File: src/alu_pkg.sv
// Package of constants and types for the ALU datapath
// Contract
// - 16-bit ALU: add, subtract, shift, logic
// - Arithmetic is two's complement
// - Operations update C, Z, N, OV, DC flags; add/sub update all five, shifts C, Z, N, logic and divide Z, N, MUL none
// - Subtraction: carry is inverted borrow, DC inverted digit borrow
// - Byte or word width per instruction
// - Operands from register array or memory; the divide divisor comes from reg_b_i on the decode port, from opb_r for software issue
// - Result goes to register array or memory
// - Hardware multiplier plus 16-bit divisor support
// - 17x17 multiplier, unsigned, signed, mixed
// - Word products: s*s, u*u, u*s
// - Word times unsigned 5-bit literal
// - Unsigned byte by byte multiply
package alu_pkg;

	// ==========================================
	// Widths
	localparam int WORD_W = 16;
	localparam int BYTE_W = 8;
	localparam int MUL_W = 17;
	localparam int PROD_W = 32;
	localparam int LIT_W = 5;

	// ==========================================
	// Wishbone register map (word addresses, byte offsets)
	localparam logic [3:0] REG_OPA = 4'h0;
	localparam logic [3:0] REG_OPB = 4'h4;
	localparam logic [3:0] REG_CTRL = 4'h8;
	localparam logic [3:0] REG_FLAGS = 4'hc;

	// Control register field positions
	localparam int CTRL_OP_LSB = 0;
	localparam int CTRL_OP_W = 4;
	localparam int CTRL_BYTE_BIT = 4;
	localparam int CTRL_CIN_BIT = 5;
	localparam logic [31:0] CTRL_RST = 32'h0000_0000;

	// Status flag bit positions
	localparam int FLG_C = 0;
	localparam int FLG_Z = 1;
	localparam int FLG_OV = 2;
	localparam int FLG_N = 3;
	localparam int FLG_DC = 4;
	localparam logic [4:0] FLAGS_RST = 5'h00;

	// Divide-step count: one step per divisor bit
	localparam logic [4:0] DIV_STEPS = 5'h10;

	// ==========================================
	// Operation codes
	typedef enum logic [3:0] {
		OP_ADD = 4'h0, OP_ADDC = 4'h1, OP_SUB = 4'h2, OP_SUBB = 4'h3,
		OP_AND = 4'h4, OP_IOR = 4'h5, OP_XOR = 4'h6, OP_SHL = 4'h7,
		OP_SHR = 4'h8, OP_ASR = 4'h9, OP_MUL = 4'ha, OP_DIVU = 4'hb,
		OP_DIVS = 4'hc
	} alu_op_t;

	// Multiplier signedness modes
	typedef enum logic [2:0] {
		MUL_SS = 3'h0, MUL_UU = 3'h1, MUL_US = 3'h2, MUL_SLIT = 3'h3,
		MUL_ULIT = 3'h4, MUL_BYTE = 3'h5
	} mul_mode_t;

	// Operand source and result destination
	typedef enum logic {SRC_REG = 1'b0, SRC_MEM = 1'b1} src_sel_t;

endpackage : alu_pkg

File: src/alu_multiplier.sv
// 17 x 17 signed multiplier array with mode-driven operand extension
`timescale 1ns/1ns
module alu_multiplier import alu_pkg::*; (
	input wire logic clk_i,
	input wire logic rst_i,
	input wire logic [WORD_W-1:0] a_i,
	input wire logic [WORD_W-1:0] b_i,
	input wire logic [LIT_W-1:0] lit_i,
	input wire mul_mode_t mode_i,
	output logic [PROD_W-1:0] prod_o
);

	// ==========================================
	// Operand extension
	function automatic logic [MUL_W-1:0] ext17(input logic [WORD_W-1:0] v, input logic sgn);
		ext17 = {sgn & v[WORD_W-1], v};
	endfunction : ext17

	wire logic a_signed = (mode_i == MUL_SS) || (mode_i == MUL_SLIT);
	wire logic b_signed = (mode_i == MUL_SS) || (mode_i == MUL_US);
	wire logic lit_mode = (mode_i == MUL_SLIT) || (mode_i == MUL_ULIT);
	wire logic byte_mode = (mode_i == MUL_BYTE);
	wire logic [WORD_W-1:0] a_sel = byte_mode ? {8'h00, a_i[BYTE_W-1:0]} : a_i;
	wire logic [WORD_W-1:0] b_sel = lit_mode ? {11'h000, lit_i} :
		(byte_mode ? {8'h00, b_i[BYTE_W-1:0]} : b_i);
	wire logic signed [MUL_W-1:0] a_x = ext17(a_sel, a_signed);
	wire logic signed [MUL_W-1:0] b_x = ext17(b_sel, b_signed & ~lit_mode & ~byte_mode);
	wire logic signed [2*MUL_W-1:0] full = a_x * b_x;

	always_ff @(posedge clk_i) begin
		if (rst_i) begin
			prod_o <= '0;
		end else begin
			prod_o <= full[PROD_W-1:0];
		end
	end

endmodule : alu_multiplier

File: src/alu_divider.sv
// Restoring divide engine, 32-bit dividend by 16-bit divisor
`timescale 1ns/1ns
module alu_divider import alu_pkg::*; (
	input wire logic clk_i,
	input wire logic rst_i,
	input wire logic start_i,
	input wire logic signed_i,
	input wire logic [PROD_W-1:0] dividend_i,
	input wire logic [WORD_W-1:0] divisor_i,
	output logic busy_o,
	output logic done_o,
	output logic [WORD_W-1:0] quot_o,
	output logic [WORD_W-1:0] rem_o
);

	typedef enum logic {D_IDLE, D_RUN} div_state_t;
	div_state_t state_r;
	logic [4:0] cnt_r;
	logic [WORD_W:0] rem_r;
	logic [PROD_W-1:0] num_r;
	logic [WORD_W-1:0] dvs_r;
	logic negq_r, negr_r;

	wire logic n_neg = signed_i & dividend_i[PROD_W-1];
	wire logic d_neg = signed_i & divisor_i[WORD_W-1];
	wire logic [PROD_W-1:0] n_abs = n_neg ? (~dividend_i + 32'h1) : dividend_i;
	wire logic [WORD_W-1:0] d_abs = d_neg ? (~divisor_i + 16'h1) : divisor_i;
	wire logic [WORD_W:0] trial = {rem_r[WORD_W-1:0], num_r[PROD_W-1]};
	wire logic [WORD_W:0] diff = trial - {1'b0, dvs_r};
	wire logic fits = ~diff[WORD_W];
	wire logic last = (cnt_r == 5'h01);
	// Dividend bits leave at the top while quotient bits enter at the bottom
	wire logic [PROD_W-1:0] num_next = {num_r[PROD_W-2:0], fits};
	wire logic [WORD_W-1:0] q_next = num_next[WORD_W-1:0];
	wire logic [WORD_W-1:0] r_next = fits ? diff[WORD_W-1:0] : trial[WORD_W-1:0];

	assign busy_o = (state_r == D_RUN);

	always_ff @(posedge clk_i) begin
		if (rst_i) begin
			state_r <= D_IDLE;
			cnt_r <= '0;
			rem_r <= '0;
			num_r <= '0;
			dvs_r <= '0;
			negq_r <= 1'b0;
			negr_r <= 1'b0;
			done_o <= 1'b0;
			quot_o <= '0;
			rem_o <= '0;
		end else begin
			done_o <= 1'b0;
			case (state_r)
				D_IDLE: begin
					if (start_i) begin
						rem_r <= {1'b0, n_abs[PROD_W-1:WORD_W]};
						num_r <= {n_abs[WORD_W-1:0], 16'h0000};
						dvs_r <= d_abs;
						negq_r <= n_neg ^ d_neg;
						negr_r <= n_neg;
						cnt_r <= DIV_STEPS;
						state_r <= D_RUN;
					end
				end
				D_RUN: begin
					rem_r <= {1'b0, r_next};
					num_r <= num_next;
					cnt_r <= cnt_r - 5'h01;
					if (last) begin
						quot_o <= negq_r ? (~q_next + 16'h1) : q_next;
						rem_o <= negr_r ? (~r_next + 16'h1) : r_next;
						done_o <= 1'b1;
						state_r <= D_IDLE;
					end
				end
				default: state_r <= D_IDLE;
			endcase
		end
	end

endmodule : alu_divider

File: src/alu_core.sv
// ALU datapath top: decode-side ports, Wishbone register window, flags
`timescale 1ns/1ns
module alu_core import alu_pkg::*; (
	input wire logic clk_i,
	input wire logic rst_i,
	input wire logic op_valid_i,
	input wire logic [3:0] op_i,
	input wire logic byte_mode_i,
	input wire logic [2:0] mul_mode_i,
	input wire logic [LIT_W-1:0] lit_i,
	input wire logic src_a_i,
	input wire logic src_b_i,
	input wire logic dst_i,
	input wire logic [WORD_W-1:0] reg_a_i,
	input wire logic [WORD_W-1:0] reg_b_i,
	input wire logic [WORD_W-1:0] mem_a_i,
	input wire logic [WORD_W-1:0] mem_b_i,
	output logic result_valid_o,
	output logic [WORD_W-1:0] result_o,
	output logic [WORD_W-1:0] result_hi_o,
	output logic result_to_reg_o,
	output logic result_to_mem_o,
	output logic busy_o,
	output logic [4:0] status_flags_register_o,
	input wire logic [31:0] wb_adr_i,
	input wire logic [31:0] wb_dat_i,
	output logic [31:0] wb_dat_o,
	input wire logic [3:0] wb_sel_i,
	input wire logic wb_we_i,
	input wire logic wb_cyc_i,
	input wire logic wb_stb_i,
	output logic wb_ack_o,
	output logic wb_err_o
);

	// ==========================================
	// Register window
	logic [WORD_W-1:0] opa_r, opb_r;
	logic [31:0] ctrl_r;
	logic [4:0] flags_r, flags_nxt;
	logic ack_r;
	logic [31:0] rdat_r;

	logic err_r;
	wire logic wb_req = wb_cyc_i & wb_stb_i & ~ack_r & ~err_r;
	wire logic hit_opa = (wb_adr_i[3:0] == REG_OPA);
	wire logic hit_opb = (wb_adr_i[3:0] == REG_OPB);
	wire logic hit_ctrl = (wb_adr_i[3:0] == REG_CTRL);
	wire logic hit_flags = (wb_adr_i[3:0] == REG_FLAGS);
	wire logic mapped = (wb_adr_i[31:4] == 28'h0) & (hit_opa | hit_opb | hit_ctrl | hit_flags);
	wire logic wb_wr = wb_req & wb_we_i & mapped;
	wire logic sw_go = wb_wr & hit_ctrl & wb_sel_i[0];

	function automatic logic [31:0] merge(input logic [31:0] old, input logic [31:0] nw, input logic [3:0] sel);
		for (int i = 0; i < 4; i++) begin
			merge[i*8 +: 8] = sel[i] ? nw[i*8 +: 8] : old[i*8 +: 8];
		end
	endfunction : merge

	wire logic [31:0] opa_m = merge({16'h0, opa_r}, wb_dat_i, wb_sel_i);
	wire logic [31:0] opb_m = merge({16'h0, opb_r}, wb_dat_i, wb_sel_i);
	wire logic [31:0] ctrl_m = merge(ctrl_r, wb_dat_i, wb_sel_i);
	wire logic [31:0] rd_mux = hit_opa ? {16'h0, opa_r} : hit_opb ? {16'h0, opb_r} :
		hit_ctrl ? {26'h0, ctrl_r[5:0]} : {26'h0, busy_o, flags_r};

	// ==========================================
	// Operation issue: decode port has priority over software
	wire logic issue_dec = op_valid_i & ~busy_o;
	wire logic issue_sw = sw_go & ~op_valid_i & ~busy_o;
	wire logic issue = issue_dec | issue_sw;
	wire logic [3:0] op_sel = issue_dec ? op_i : ctrl_m[CTRL_OP_LSB +: CTRL_OP_W];
	wire logic bmode = issue_dec ? byte_mode_i : ctrl_m[CTRL_BYTE_BIT];
	wire logic [WORD_W-1:0] a_in = issue_dec ? (src_a_i ? mem_a_i : reg_a_i) : opa_r;
	wire logic [WORD_W-1:0] b_in = issue_dec ? (src_b_i ? mem_b_i : reg_b_i) : opb_r;
	wire logic cin = issue_dec ? flags_r[FLG_C] : ctrl_m[CTRL_CIN_BIT];

	// ==========================================
	// Adder, logic and shifter
	wire logic is_sub = (op_sel == OP_SUB) || (op_sel == OP_SUBB);
	wire logic use_c = (op_sel == OP_ADDC) || (op_sel == OP_SUBB);
	wire logic [WORD_W-1:0] b_eff = is_sub ? ~b_in : b_in;
	wire logic c0 = use_c ? cin : is_sub;
	wire logic [WORD_W:0] sum = {1'b0, a_in} + {1'b0, b_eff} + {16'h0, c0};
	wire logic [4:0] nib = {1'b0, a_in[3:0]} + {1'b0, b_eff[3:0]} + {4'h0, c0};
	wire logic [BYTE_W:0] bsum = {1'b0, a_in[7:0]} + {1'b0, b_eff[7:0]} + {8'h0, c0};
	wire logic msb_a = bmode ? a_in[7] : a_in[15];
	wire logic msb_b = bmode ? b_eff[7] : b_eff[15];
	wire logic msb_r = bmode ? bsum[7] : sum[15];
	wire logic [WORD_W-1:0] shl = {a_in[14:0], 1'b0};
	wire logic [WORD_W-1:0] shr = bmode ? {8'h0, 1'b0, a_in[7:1]} : {1'b0, a_in[15:1]};
	wire logic [WORD_W-1:0] asr = bmode ? {8'h0, a_in[7], a_in[7:1]} : {a_in[15], a_in[15:1]};

	logic [WORD_W-1:0] res;
	logic c_new, ov_new, dc_new;
	logic upd_c, upd_ov;
	always_comb begin
		res = sum[WORD_W-1:0];
		c_new = flags_r[FLG_C];
		ov_new = flags_r[FLG_OV];
		dc_new = flags_r[FLG_DC];
		upd_c = 1'b0;
		upd_ov = 1'b0;
		case (op_sel)
			OP_ADD, OP_ADDC, OP_SUB, OP_SUBB: begin
				c_new = bmode ? bsum[BYTE_W] : sum[WORD_W];
				dc_new = nib[4];
				ov_new = (msb_a == msb_b) && (msb_r != msb_a);
				upd_c = 1'b1;
				upd_ov = 1'b1;
			end
			OP_AND: res = a_in & b_in;
			OP_IOR: res = a_in | b_in;
			OP_XOR: res = a_in ^ b_in;
			OP_SHL: begin
				res = shl;
				c_new = bmode ? a_in[7] : a_in[15];
				upd_c = 1'b1;
			end
			OP_SHR, OP_ASR: begin
				res = (op_sel == OP_SHR) ? shr : asr;
				c_new = a_in[0];
				upd_c = 1'b1;
			end
			default: res = sum[WORD_W-1:0];
		endcase
	end

	wire logic [WORD_W-1:0] res_w = bmode ? {8'h0, res[7:0]} : res;
	wire logic z_new = bmode ? (res[7:0] == 8'h0) : (res == 16'h0);
	wire logic n_new = bmode ? res[7] : res[15];

	// ==========================================
	// Multiplier and divider
	wire logic is_mul = (op_sel == OP_MUL);
	wire logic is_div = (op_sel == OP_DIVU) || (op_sel == OP_DIVS);
	logic [PROD_W-1:0] prod;
	logic div_busy, div_done;
	logic [WORD_W-1:0] quot, rem;
	logic mul_pend_r, dst_r;

	alu_multiplier u_mul (
		.clk_i(clk_i),
		.rst_i(rst_i),
		.a_i(a_in),
		.b_i(b_in),
		.lit_i(lit_i),
		.mode_i(mul_mode_t'(issue_dec ? mul_mode_i : ctrl_m[10:8])),
		.prod_o(prod)
	);

	alu_divider u_div (
		.clk_i(clk_i),
		.rst_i(rst_i),
		.start_i(issue & is_div),
		.signed_i(op_sel == OP_DIVS),
		.dividend_i({b_in, a_in}),
		.divisor_i(issue_dec ? reg_b_i : opb_r),
		.busy_o(div_busy),
		.done_o(div_done),
		.quot_o(quot),
		.rem_o(rem)
	);

	// Registered terms only, so issue never loops back through busy
	assign busy_o = div_busy | div_done | mul_pend_r;
	assign status_flags_register_o = flags_r;
	assign result_to_reg_o = result_valid_o & ~dst_r;
	assign result_to_mem_o = result_valid_o & dst_r;
	assign wb_ack_o = ack_r;
	assign wb_err_o = err_r;

	// ==========================================
	// Flag update
	always_comb begin
		flags_nxt = flags_r;
		if (issue & ~is_mul & ~is_div) begin
			flags_nxt[FLG_Z] = z_new;
			flags_nxt[FLG_N] = n_new;
			if (upd_c) flags_nxt[FLG_C] = c_new;
			if (upd_ov) flags_nxt[FLG_OV] = ov_new;
			if (upd_ov) flags_nxt[FLG_DC] = dc_new;
		end else if (div_done) begin
			flags_nxt[FLG_Z] = (quot == 16'h0);
			flags_nxt[FLG_N] = quot[15];
		end else if (wb_wr & hit_flags & wb_sel_i[0]) begin
			flags_nxt = wb_dat_i[4:0];
		end
	end

	// ==========================================
	// Sequential state
	always_ff @(posedge clk_i) begin
		if (rst_i) begin
			opa_r <= '0;
			opb_r <= '0;
			ctrl_r <= CTRL_RST;
			flags_r <= FLAGS_RST;
			ack_r <= 1'b0;
			err_r <= 1'b0;
			rdat_r <= '0;
			mul_pend_r <= 1'b0;
			dst_r <= 1'b0;
			result_valid_o <= 1'b0;
			result_o <= '0;
			result_hi_o <= '0;
		end else begin
			ack_r <= wb_req & mapped;
			err_r <= wb_req & ~mapped;
			rdat_r <= rd_mux;
			flags_r <= flags_nxt;
			if (wb_wr & hit_opa) opa_r <= opa_m[WORD_W-1:0];
			if (wb_wr & hit_opb) opb_r <= opb_m[WORD_W-1:0];
			if (wb_wr & hit_ctrl) ctrl_r <= ctrl_m;
			if (issue) dst_r <= issue_dec ? dst_i : 1'b0;
			mul_pend_r <= issue & is_mul;
			result_valid_o <= 1'b0;
			if (issue & ~is_mul & ~is_div) begin
				result_valid_o <= 1'b1;
				result_o <= res_w;
				result_hi_o <= '0;
			end else if (mul_pend_r) begin
				result_valid_o <= 1'b1;
				result_o <= prod[WORD_W-1:0];
				result_hi_o <= prod[PROD_W-1:WORD_W];
			end else if (div_done) begin
				result_valid_o <= 1'b1;
				result_o <= quot;
				result_hi_o <= rem;
			end
		end
	end

	assign wb_dat_o = rdat_r;

	// ==========================================
	// Checks
	zero_flag_a: assert property (@(posedge clk_i) disable iff (rst_i)
		issue & ~is_mul & ~is_div |=> flags_r[FLG_Z] == (result_o == 16'h0))
		else $error("zero flag mismatch");
	byte_width_a: assert property (@(posedge clk_i) disable iff (rst_i)
		issue & bmode & ~is_mul & ~is_div |=> result_o[15:8] == 8'h00)
		else $error("byte result high bits set");
	mul_latency_a: assert property (@(posedge clk_i) disable iff (rst_i)
		issue & is_mul |=> ##1 result_valid_o)
		else $error("multiply result late");
	div_bound_a: assert property (@(posedge clk_i) disable iff (rst_i)
		issue & is_div |-> ##[1:20] div_done)
		else $error("divide did not finish");
	sub_borrow_a: assert property (@(posedge clk_i) disable iff (rst_i)
		issue_dec & (op_i == OP_SUB) & ~byte_mode_i & (a_in >= b_in) |=> flags_r[FLG_C])
		else $error("borrow flag wrong");
	dest_excl_a: assert property (@(posedge clk_i) disable iff (rst_i)
		!(result_to_reg_o && result_to_mem_o))
		else $error("two destinations");
	wb_ack_a: assert property (@(posedge clk_i) disable iff (rst_i)
		wb_cyc_i & wb_stb_i & ~ack_r & ~err_r |=> ack_r | err_r)
		else $error("bus not answered");
	neg_flag_a: assert property (@(posedge clk_i) disable iff (rst_i)
		issue & ~bmode & ~is_mul & ~is_div |=> flags_r[FLG_N] == result_o[15])
		else $error("negative flag mismatch");
	cov_add_c: cover property (@(posedge clk_i) issue & (op_sel == OP_ADD) & c_new);
	cov_mul_c: cover property (@(posedge clk_i) issue & is_mul);
	cov_div_c: cover property (@(posedge clk_i) div_done);
	cov_byte_c: cover property (@(posedge clk_i) issue & bmode);

endmodule : alu_core

File: config.mk
export PLATFORM = sky130hd
export DESIGN_NAME = alu_core
export DESIGN_NICKNAME = d
export VERILOG_FILES = /design/src/alu_pkg.sv /design/src/alu_multiplier.sv /design/src/alu_divider.sv /design/src/alu_core.sv
export SDC_FILE = /design/constraint.sdc
export NUM_CORES = 2
export LEC_CHECK = 0
export BUFFER_PORTS_ARGS = -buffer_cell sky130_fd_sc_hd__buf_2
export CAP_MARGIN = 20
export CORE_UTILIZATION = 45
export CTS_CLUSTER_DIAMETER = 40
export DETAILED_ROUTE_END_ITERATION = 12
export PLACE_DENSITY = 0.64
export SLEW_MARGIN = 20
export SYNTH_ARGS = -nofsm -noshare
export SYNTH_HDL_FRONTEND = slang
export SYNTH_SLANG_ARGS = --single-unit
export TNS_END_PERCENT = 1
File: constraint.sdc
create_clock -name clk_i -period 23 [get_ports clk_i]
set_input_delay 1.15 -clock clk_i [delete_from_list [all_inputs] [get_ports clk_i]]
set_output_delay 1.15 -clock clk_i [all_outputs]
set_load 0.02 [all_outputs]
=== Yosys cells after proc, flatten, opt, wreduce, memory -nomap -nowiden ===
Cells that the tools add are included.

* Add/subtract/negate cells: 12
* Multipliers: 1
* Equality and inequality tests: 28
* Muxes and demuxes: 69
* Bitwise logic cells: 56
* Reduce and logical (&&, ||, !) cells: 32

{| class="wikitable"
|+ Operator list
! operator !! number
|-
| 2-to-1 mux 16 bit || 24
|-
| one-hot mux 16 bit (5 select lines) || 1
|-
| 2-to-1 mux 32 bit || 2
|-
| NOT 16 bit || 4
|-
| one-hot mux 32 bit (2 select lines) || 1
|-
| adder 16 x 1 -> 16 bit, second input constant || 3
|-
| adder 32 x 1 -> 32 bit, second input constant || 1
|-
| logical NOT 16 bit || 2
|-
| multiplier 17 x 17 -> 32 bit || 1
|-
| NOT 32 bit || 1
|-
| one-hot mux 16 bit (2 select lines) || 1
|-
| bitwise AND 1 bit || 29
|-
| == test 4 bit, second input constant || 7
|-
| logical NOT 28 bit || 1
|-
| 2-to-1 mux 1 bit || 28
|-
| == test 4 x 3 -> 1 bit, second input constant || 5
|-
| adder 16 x 16 -> 17 bit || 1
|-
| adder 17 x 1 -> 17 bit || 1
|-
| subtractor 17 x 16 -> 17 bit || 1
|-
| bitwise AND 16 bit || 1
|-
| OR 16 bit || 1
|-
| XOR 16 bit || 1
|-
| 2-to-1 mux 15 bit || 1
|-
| 2-to-1 mux 5 bit || 3
|-
| 37 further kinds || 77
|}

* Flip-flop bits (word level): 252
* Bits of input ports: 154
* Output and inout bits: 75
* Word-level logic and storage cells: 226

=== Logic depth before layout (Yosys ltp) ===
* Word-level depth: 16
* Mapped depth: 35
* Gate-level depth less buffers: 29

=== By module ===
Synthesis repeated with hierarchy kept, for this count alone.

* Cells, all modules: 3233
* Area total of the unflattened synthesis: 26365.3 um2

{| class="wikitable"
|+ By module, submodules not included
! module !! times used !! cells an instance !! area an instance (um2) !! seq. area each (um2)
|-
| alu_multiplier || 1 || 1290 || 11517.3 || 640.6
|-
| alu_core || 1 || 1033 || 7968.9 || 1981.9
|-
| alu_divider || 1 || 910 || 6879.1 || 2102.0
|}

=== Least setup slack after synthesis ===
No wires, ideal clock.

* Path type: in2reg
* From: in op_valid_i
* To: reg u_mul.prod_o[30]
* Library setup time: 0.128 ns
* Arrival: 8.795 ns
* Data required time: 22.872 ns
* Slack: 14.078 ns
* Cell stages on the path: 31
* Path buffers: 4
* Path through: or4b_4 buf_6 buf_2 mux2i_1 nand2b_1 mux2_2 buf_2 clkbuf_1 mux2i_1 nor2_1 fa_1 inv_1 fa_1 inv_1 fa_1 fa_1 inv_1 fa_1 fa_1 inv_1 ha_1 o21a_1 o21a_1 o21a_1 o221ai_1 a21oi_1 o41ai_1 o211ai_1 o41a_1 xnor2_1 nor2_1

* Word-level cells in the longest chain between the ends: 9
* Elaborated cells between the ends (all ways): 22
* Those cells by class: mul: 1; eq/ne: 4; mux: 6; bitwise: 7; reduce/logical: 4

{| class="wikitable"
|+ Ends and longest elaborated chain
! element !! RTL line !! source
|-
| start, declared || alu_core.sv:6 || <nowiki>input wire logic op_valid_i,</nowiki>
|-
| bitwise AND 1 bit (*) || alu_core.sv:68 || <nowiki>wire logic issue_dec = op_valid_i & ~busy_o;</nowiki>
|-
| 2-to-1 mux 3 bit || alu_core.sv:147 || <nowiki>.mode_i(mul_mode_t'(issue_dec ? mul_mode_i : ctrl_m[10:8])),</nowiki>
|-
| == test 3 x 2 -> 1 bit / == test 3 bit (equally long branches) || alu_multiplier.sv:19, alu_multiplier.sv:21 ||
|-
| logical OR 1 bit || alu_multiplier.sv:21 || <nowiki>wire logic lit_mode = (mode_i == MUL_SLIT) || (mode_i == MUL_ULIT);</nowiki>
|-
| NOT 1 bit || alu_multiplier.sv:27 || <nowiki>wire logic signed [MUL_W-1:0] b_x = ext17(b_sel, b_signed & ~lit_mode & ~byte_mode);</nowiki>
|-
| bitwise AND 1 bit (2 in series) || alu_multiplier.sv:27 ||
|-
| bitwise AND 1 bit || alu_multiplier.sv:16 || <nowiki>ext17 = {sgn & v[WORD_W-1], v};</nowiki>
|-
| multiplier 17 x 17 -> 32 bit (*) || alu_multiplier.sv:28 || <nowiki>wire logic signed [2*MUL_W-1:0] full = a_x * b_x;</nowiki>
|-
| end signal, assigned || alu_multiplier.sv:34 || <nowiki>prod_o <= full[PROD_W-1:0];</nowiki>
|-
| end, declared || alu_multiplier.sv:10 || <nowiki>output logic [PROD_W-1:0] prod_o</nowiki>
|}

Every way passes the cells marked *; elsewhere a longest branch is shown, timed or not.
A chain may end at the register's enable or synchronous reset.

=== Final worst setup path ===
* From: reg mul_pend_r
* To: reg u_mul.prod_o[30]

* Word-level cells in the longest chain between the ends: 11
* Elaborated cells between the ends (all ways): 24
* Those cells by class: mul: 1; eq/ne: 4; mux: 6; bitwise: 9; reduce/logical: 4

{| class="wikitable"
|+ Ends and longest elaborated chain
! element !! RTL line !! source
|-
| start, declared || alu_core.sv:139 || <nowiki>logic mul_pend_r, dst_r;</nowiki>
|-
| start signal, assigned || alu_core.sv:215 || <nowiki>mul_pend_r <= issue & is_mul;</nowiki>
|-
| OR 1 bit (*) || alu_core.sv:165 || <nowiki>assign busy_o = div_busy | div_done | mul_pend_r;</nowiki>
|-
| NOT 1 bit (*) || alu_core.sv:68 ||
|-
| bitwise AND 1 bit (*) || alu_core.sv:68 ||
|-
| 2-to-1 mux 3 bit || alu_core.sv:147 ||
|-
| == test 3 x 2 -> 1 bit / == test 3 bit (equally long branches) || alu_multiplier.sv:19, alu_multiplier.sv:21 ||
|-
| logical OR 1 bit || alu_multiplier.sv:21 ||
|-
| NOT 1 bit || alu_multiplier.sv:27 ||
|-
| bitwise AND 1 bit (2 in series) || alu_multiplier.sv:27 ||
|-
| bitwise AND 1 bit || alu_multiplier.sv:16 ||
|-
| multiplier 17 x 17 -> 32 bit (*) || alu_multiplier.sv:28 ||
|}

Marked as above.

==> impl_metrics.json <==
{
  "drive_gt1_frac": 0.115,
  "fin_nets": 3890,
  "powerDensity_nw_per_um2": 71.7,
  "cts_buffers": 39,
  "critPathSlowestCell": "mux2i_1",
  "period_needed_ns": 10.01,
  "post_cts_buffers": 0,
  "place_inst": 4014,
  "max_freq_mhz": 99.9,
  "fin_crit_sh": 0.435,
  "hpwl_um": 66400,
  "clkTransAtPathRegs_ns": 0.06,
  "fin_setup_tns_ns": 0,
  "reg2reg_slack_ns": 12.99,
  "grtUsageTotal": 0.299,
  "place_congestion": 1.00,
  "grt_antenna_before_repair": 3,
  "status": "complete, no violations",
  "die_h_um": 241,
  "synth_area_um2": 25800,
  "synth_edf_count": 0,
  "reg2reg_to": "u_mul.prod_o[30]",
  "slowest_delay_ns": 0.90,
  "hold_violations": 0,
  "drv_slew": 0,
  "hold_depth": 2,
  "drtPass1Iterations": 7,
  "final_cell_area_um2": 28800,
  "die_w_um": 241,
  "crit_type": "reg2reg",
  "yosysWarnings": 0,
  "cts_resized": 0,
  "grtUsageMet3": 0.0508,
  "wirelength_um": 86100,
  "drt-initial-drc-count": 1941,
  "portBuffers": 194,
  "whs_ns": 0.455,
  "synth-seq-cells": 236,
  "grt_max_degree": 90,
  "finClkSkew_ns": 0.0208,
  "wl_per_cell_um": 21.1,
  "top_usage_layer": "met2",
  "die_area_um2": 58200,
  "setup_viol": 0,
  "io_pins": 229,
  "arrival_ns": 10.40,
  "clk_path_buf_depth": 3,
  "reg2reg_from": "mul_pend_r",
  "via_count": 23100,
  "p_total_mw": 2.07,
  "ir_worst_vdd_v": 0.0000554,
  "cts-root-buf": "clkbuf_16",
  "viasPerCell": 5.64,
  "reg2reg_depth": 28,
  "syn_inst": 3170,
  "num_rows": 87,
  "dpl_cell_area_um2": 27400,
  "rsz0062_at_grt": "false",
  "cts_max_level": 2,
  "yosys.area.top_type_share": 0.221,
  "synth_top_area_cell": "fa_1",
  "syn2layout_area_growth_pct": 11.8,
  "core_um2": 56500,
  "ys_types": 83,
  "met1_usage": 0.376,
  "holdBufCountCts": 0,
  "drv_cap": 0,
  "drc": 0,
  "synth-main-ff-cell": "dfxtp_1",
  "cpMostUsedCell": "fa_1",
  "tightest_slew_ns": 1.11,
  "clock-sinks": 236,
  "grt_pass1_vias": 22200,
  "gr-total-overflow": 0,
  "synth_area_leaders": "fa_1 (22%), dfxtp_1 (18%), ha_1 (7.3%)",
  "insertion_delay_ns": 0.55,
  "power_leakage_nw": 12.9,
  "crit_path_start_kind": "register",
  "grt_pass1_wl_um": 131000,
  "antenna_left": 0,
  "async_flop_share": 0,
  "cp_max_fo": 68,
  "syn_avg_cell_area_um2": 8.13,
  "final-instance-count-excl-fill": 4087,
  "holdCritStartpoint": "u_div.rem_o[13]",
  "min_to": "u_div.rem_o[13]",
  "grt_util_met2": 0.490,
  "initial_utilization": 0.456,
  "critPathRequiredTime_ns": 23.40,
  "max-slew-margin-rel": 0.259,
  "end_kind": "register",
  "hold_class": "reg2reg",
  "cts_tree": "built",
  "seq_area_frac_synth": 0.183
}
==> per-layer routing <==
metal / up-vias / share of wire
met5: - / 0.00020
met4: 2 / 0.060
met3: 244 / 0.075
met2: 1035 / 0.46
met1: 11100 / 0.41
li1: 10700 / -
==> cell type report <==
class	instances	area, µm²
Fill cell	5579	27700
Multi-Input combinational cell	2363	18900
Sequential cell	236	4730
Inverter	421	1580
Timing Repair Buffer	239	1320
Clock buffer	47	1040
Tap cell	756	946
Clock inverter	23	348
Antenna cell	2	5.00
==> power breakdown <==
| group | leakage, nW | internal (mW) | switching, mW |
|---|---|---|---|
| Combinational | 10.3 | 0.373 | 0.614 |
| Sequential | 1.92 | 0.438 | 0.0145 |
| Clock | 0.683 | 0.405 | 0.222 |
==> Yosys cell counts (15+ instances only) <==
master      n
nand3_1    30
fa_1      285
ha_1      151
xnor2_1   108
buf_4      17
nor2_1    484
dfxtp_1   236
mux2i_1   133
a221oi_1   29
a211oi_1   38
o211ai_1   15
inv_1     408
a21o_1     21
clkbuf_1  122
nor3_1     48
and3_1     25
a31oi_1    24
a22oi_1    19
nand2b_1   35
nor4_1     31
o31ai_1    16
and2_1     19
mux2_2     39
nand2_1   318
xor2_1     33
o21ai_0    71
a21oi_1   180
==> critical path: cells and delay by family, from the launching register on <==
| kind | cells | cell delay [ns] |
|---|---|---|
| fa+ha+maj | 7 | 3.10 |
| compound gates | 8 | 1.92 |
| xor+xnor | 1 | 0.19 |
| mux | 2 | 1.34 |
| buf+inv | 4 | 0.70 |
| simple gates | 6 | 2.27 |
| flops | 1 | 0.31 |
==> cells in the final DEF (no fill, tap or decap), drive strengths merged, types with 9 or more instances in the layout <==
cell type and count:
nor2 485, inv 417, nand2 319, fa 285, buf 238, dfxtp 236, a21oi 180, ha 151
mux2i 134, xnor2 108, o21ai 76, nor3 48, clkbuf 48, mux2 41, a211oi 39, nand2b 35
xor2 33, nor4 32, nand3 30, a221oi 29, and3 25, a31oi 24, a21o 21, clkinv 20
and2 19, a22oi 19, o31ai 16, conb 16, o211ai 15, nor2b 14, or3 14, o21a 13
nor3b 11, a21boi 10, or2 9
==> through the flow <==
step / utilization / setup slack [ns]
2_1_floorplan: - / 14.08
3_3_place_gp: 0.485 / 12.34
3_5_place_dp: 0.485 / 12.40
4_1_cts: 0.510 / 12.90
5_1_grt: 0.510 / 12.55
6_report: 0.510 / 12.99
==> state kept, by name, summed over array words and instances, names as in the netlist, 5 cells and up <==
signal and flops:
u_div.dvs_r 16, result_o 16, u_div.num_r 32, result_hi_o 16, u_div.cnt_r 5, u_div.rem_o 16
opb_r 16, u_div.rem_r 16, u_mul.prod_o 32, status_flags_register_o 5, u_div.quot_o 16, ctrl_r 9
opa_r 16, wb_dat_o 16
==> cells by family after synthesis <==
family          after synthesis  share of synthesized area
other cells                   1                   0.000145
fa+ha+maj                   436                      0.295
xor+xnor                    141                     0.0479
simple gates               1073                      0.182
compound gates              520                      0.131
flops                       236                      0.183
mux                         177                     0.0720
buf+inv                     586                     0.0893
==> how the worst max path moves through the flow <==
stage,start,to,depth (start not counted)
after floorplan,op_valid_i,u_mul.prod_o[30],31
after global placement,op_valid_i,u_mul.prod_o[30],26
after detailed placement,op_valid_i,u_mul.prod_o[30],28
after CTS,mul_pend_r,u_mul.prod_o[30],28
after global routing,mul_pend_r,u_mul.prod_o[30],28
final,mul_pend_r,u_mul.prod_o[30],28
(Power assumes the default switching activity.)
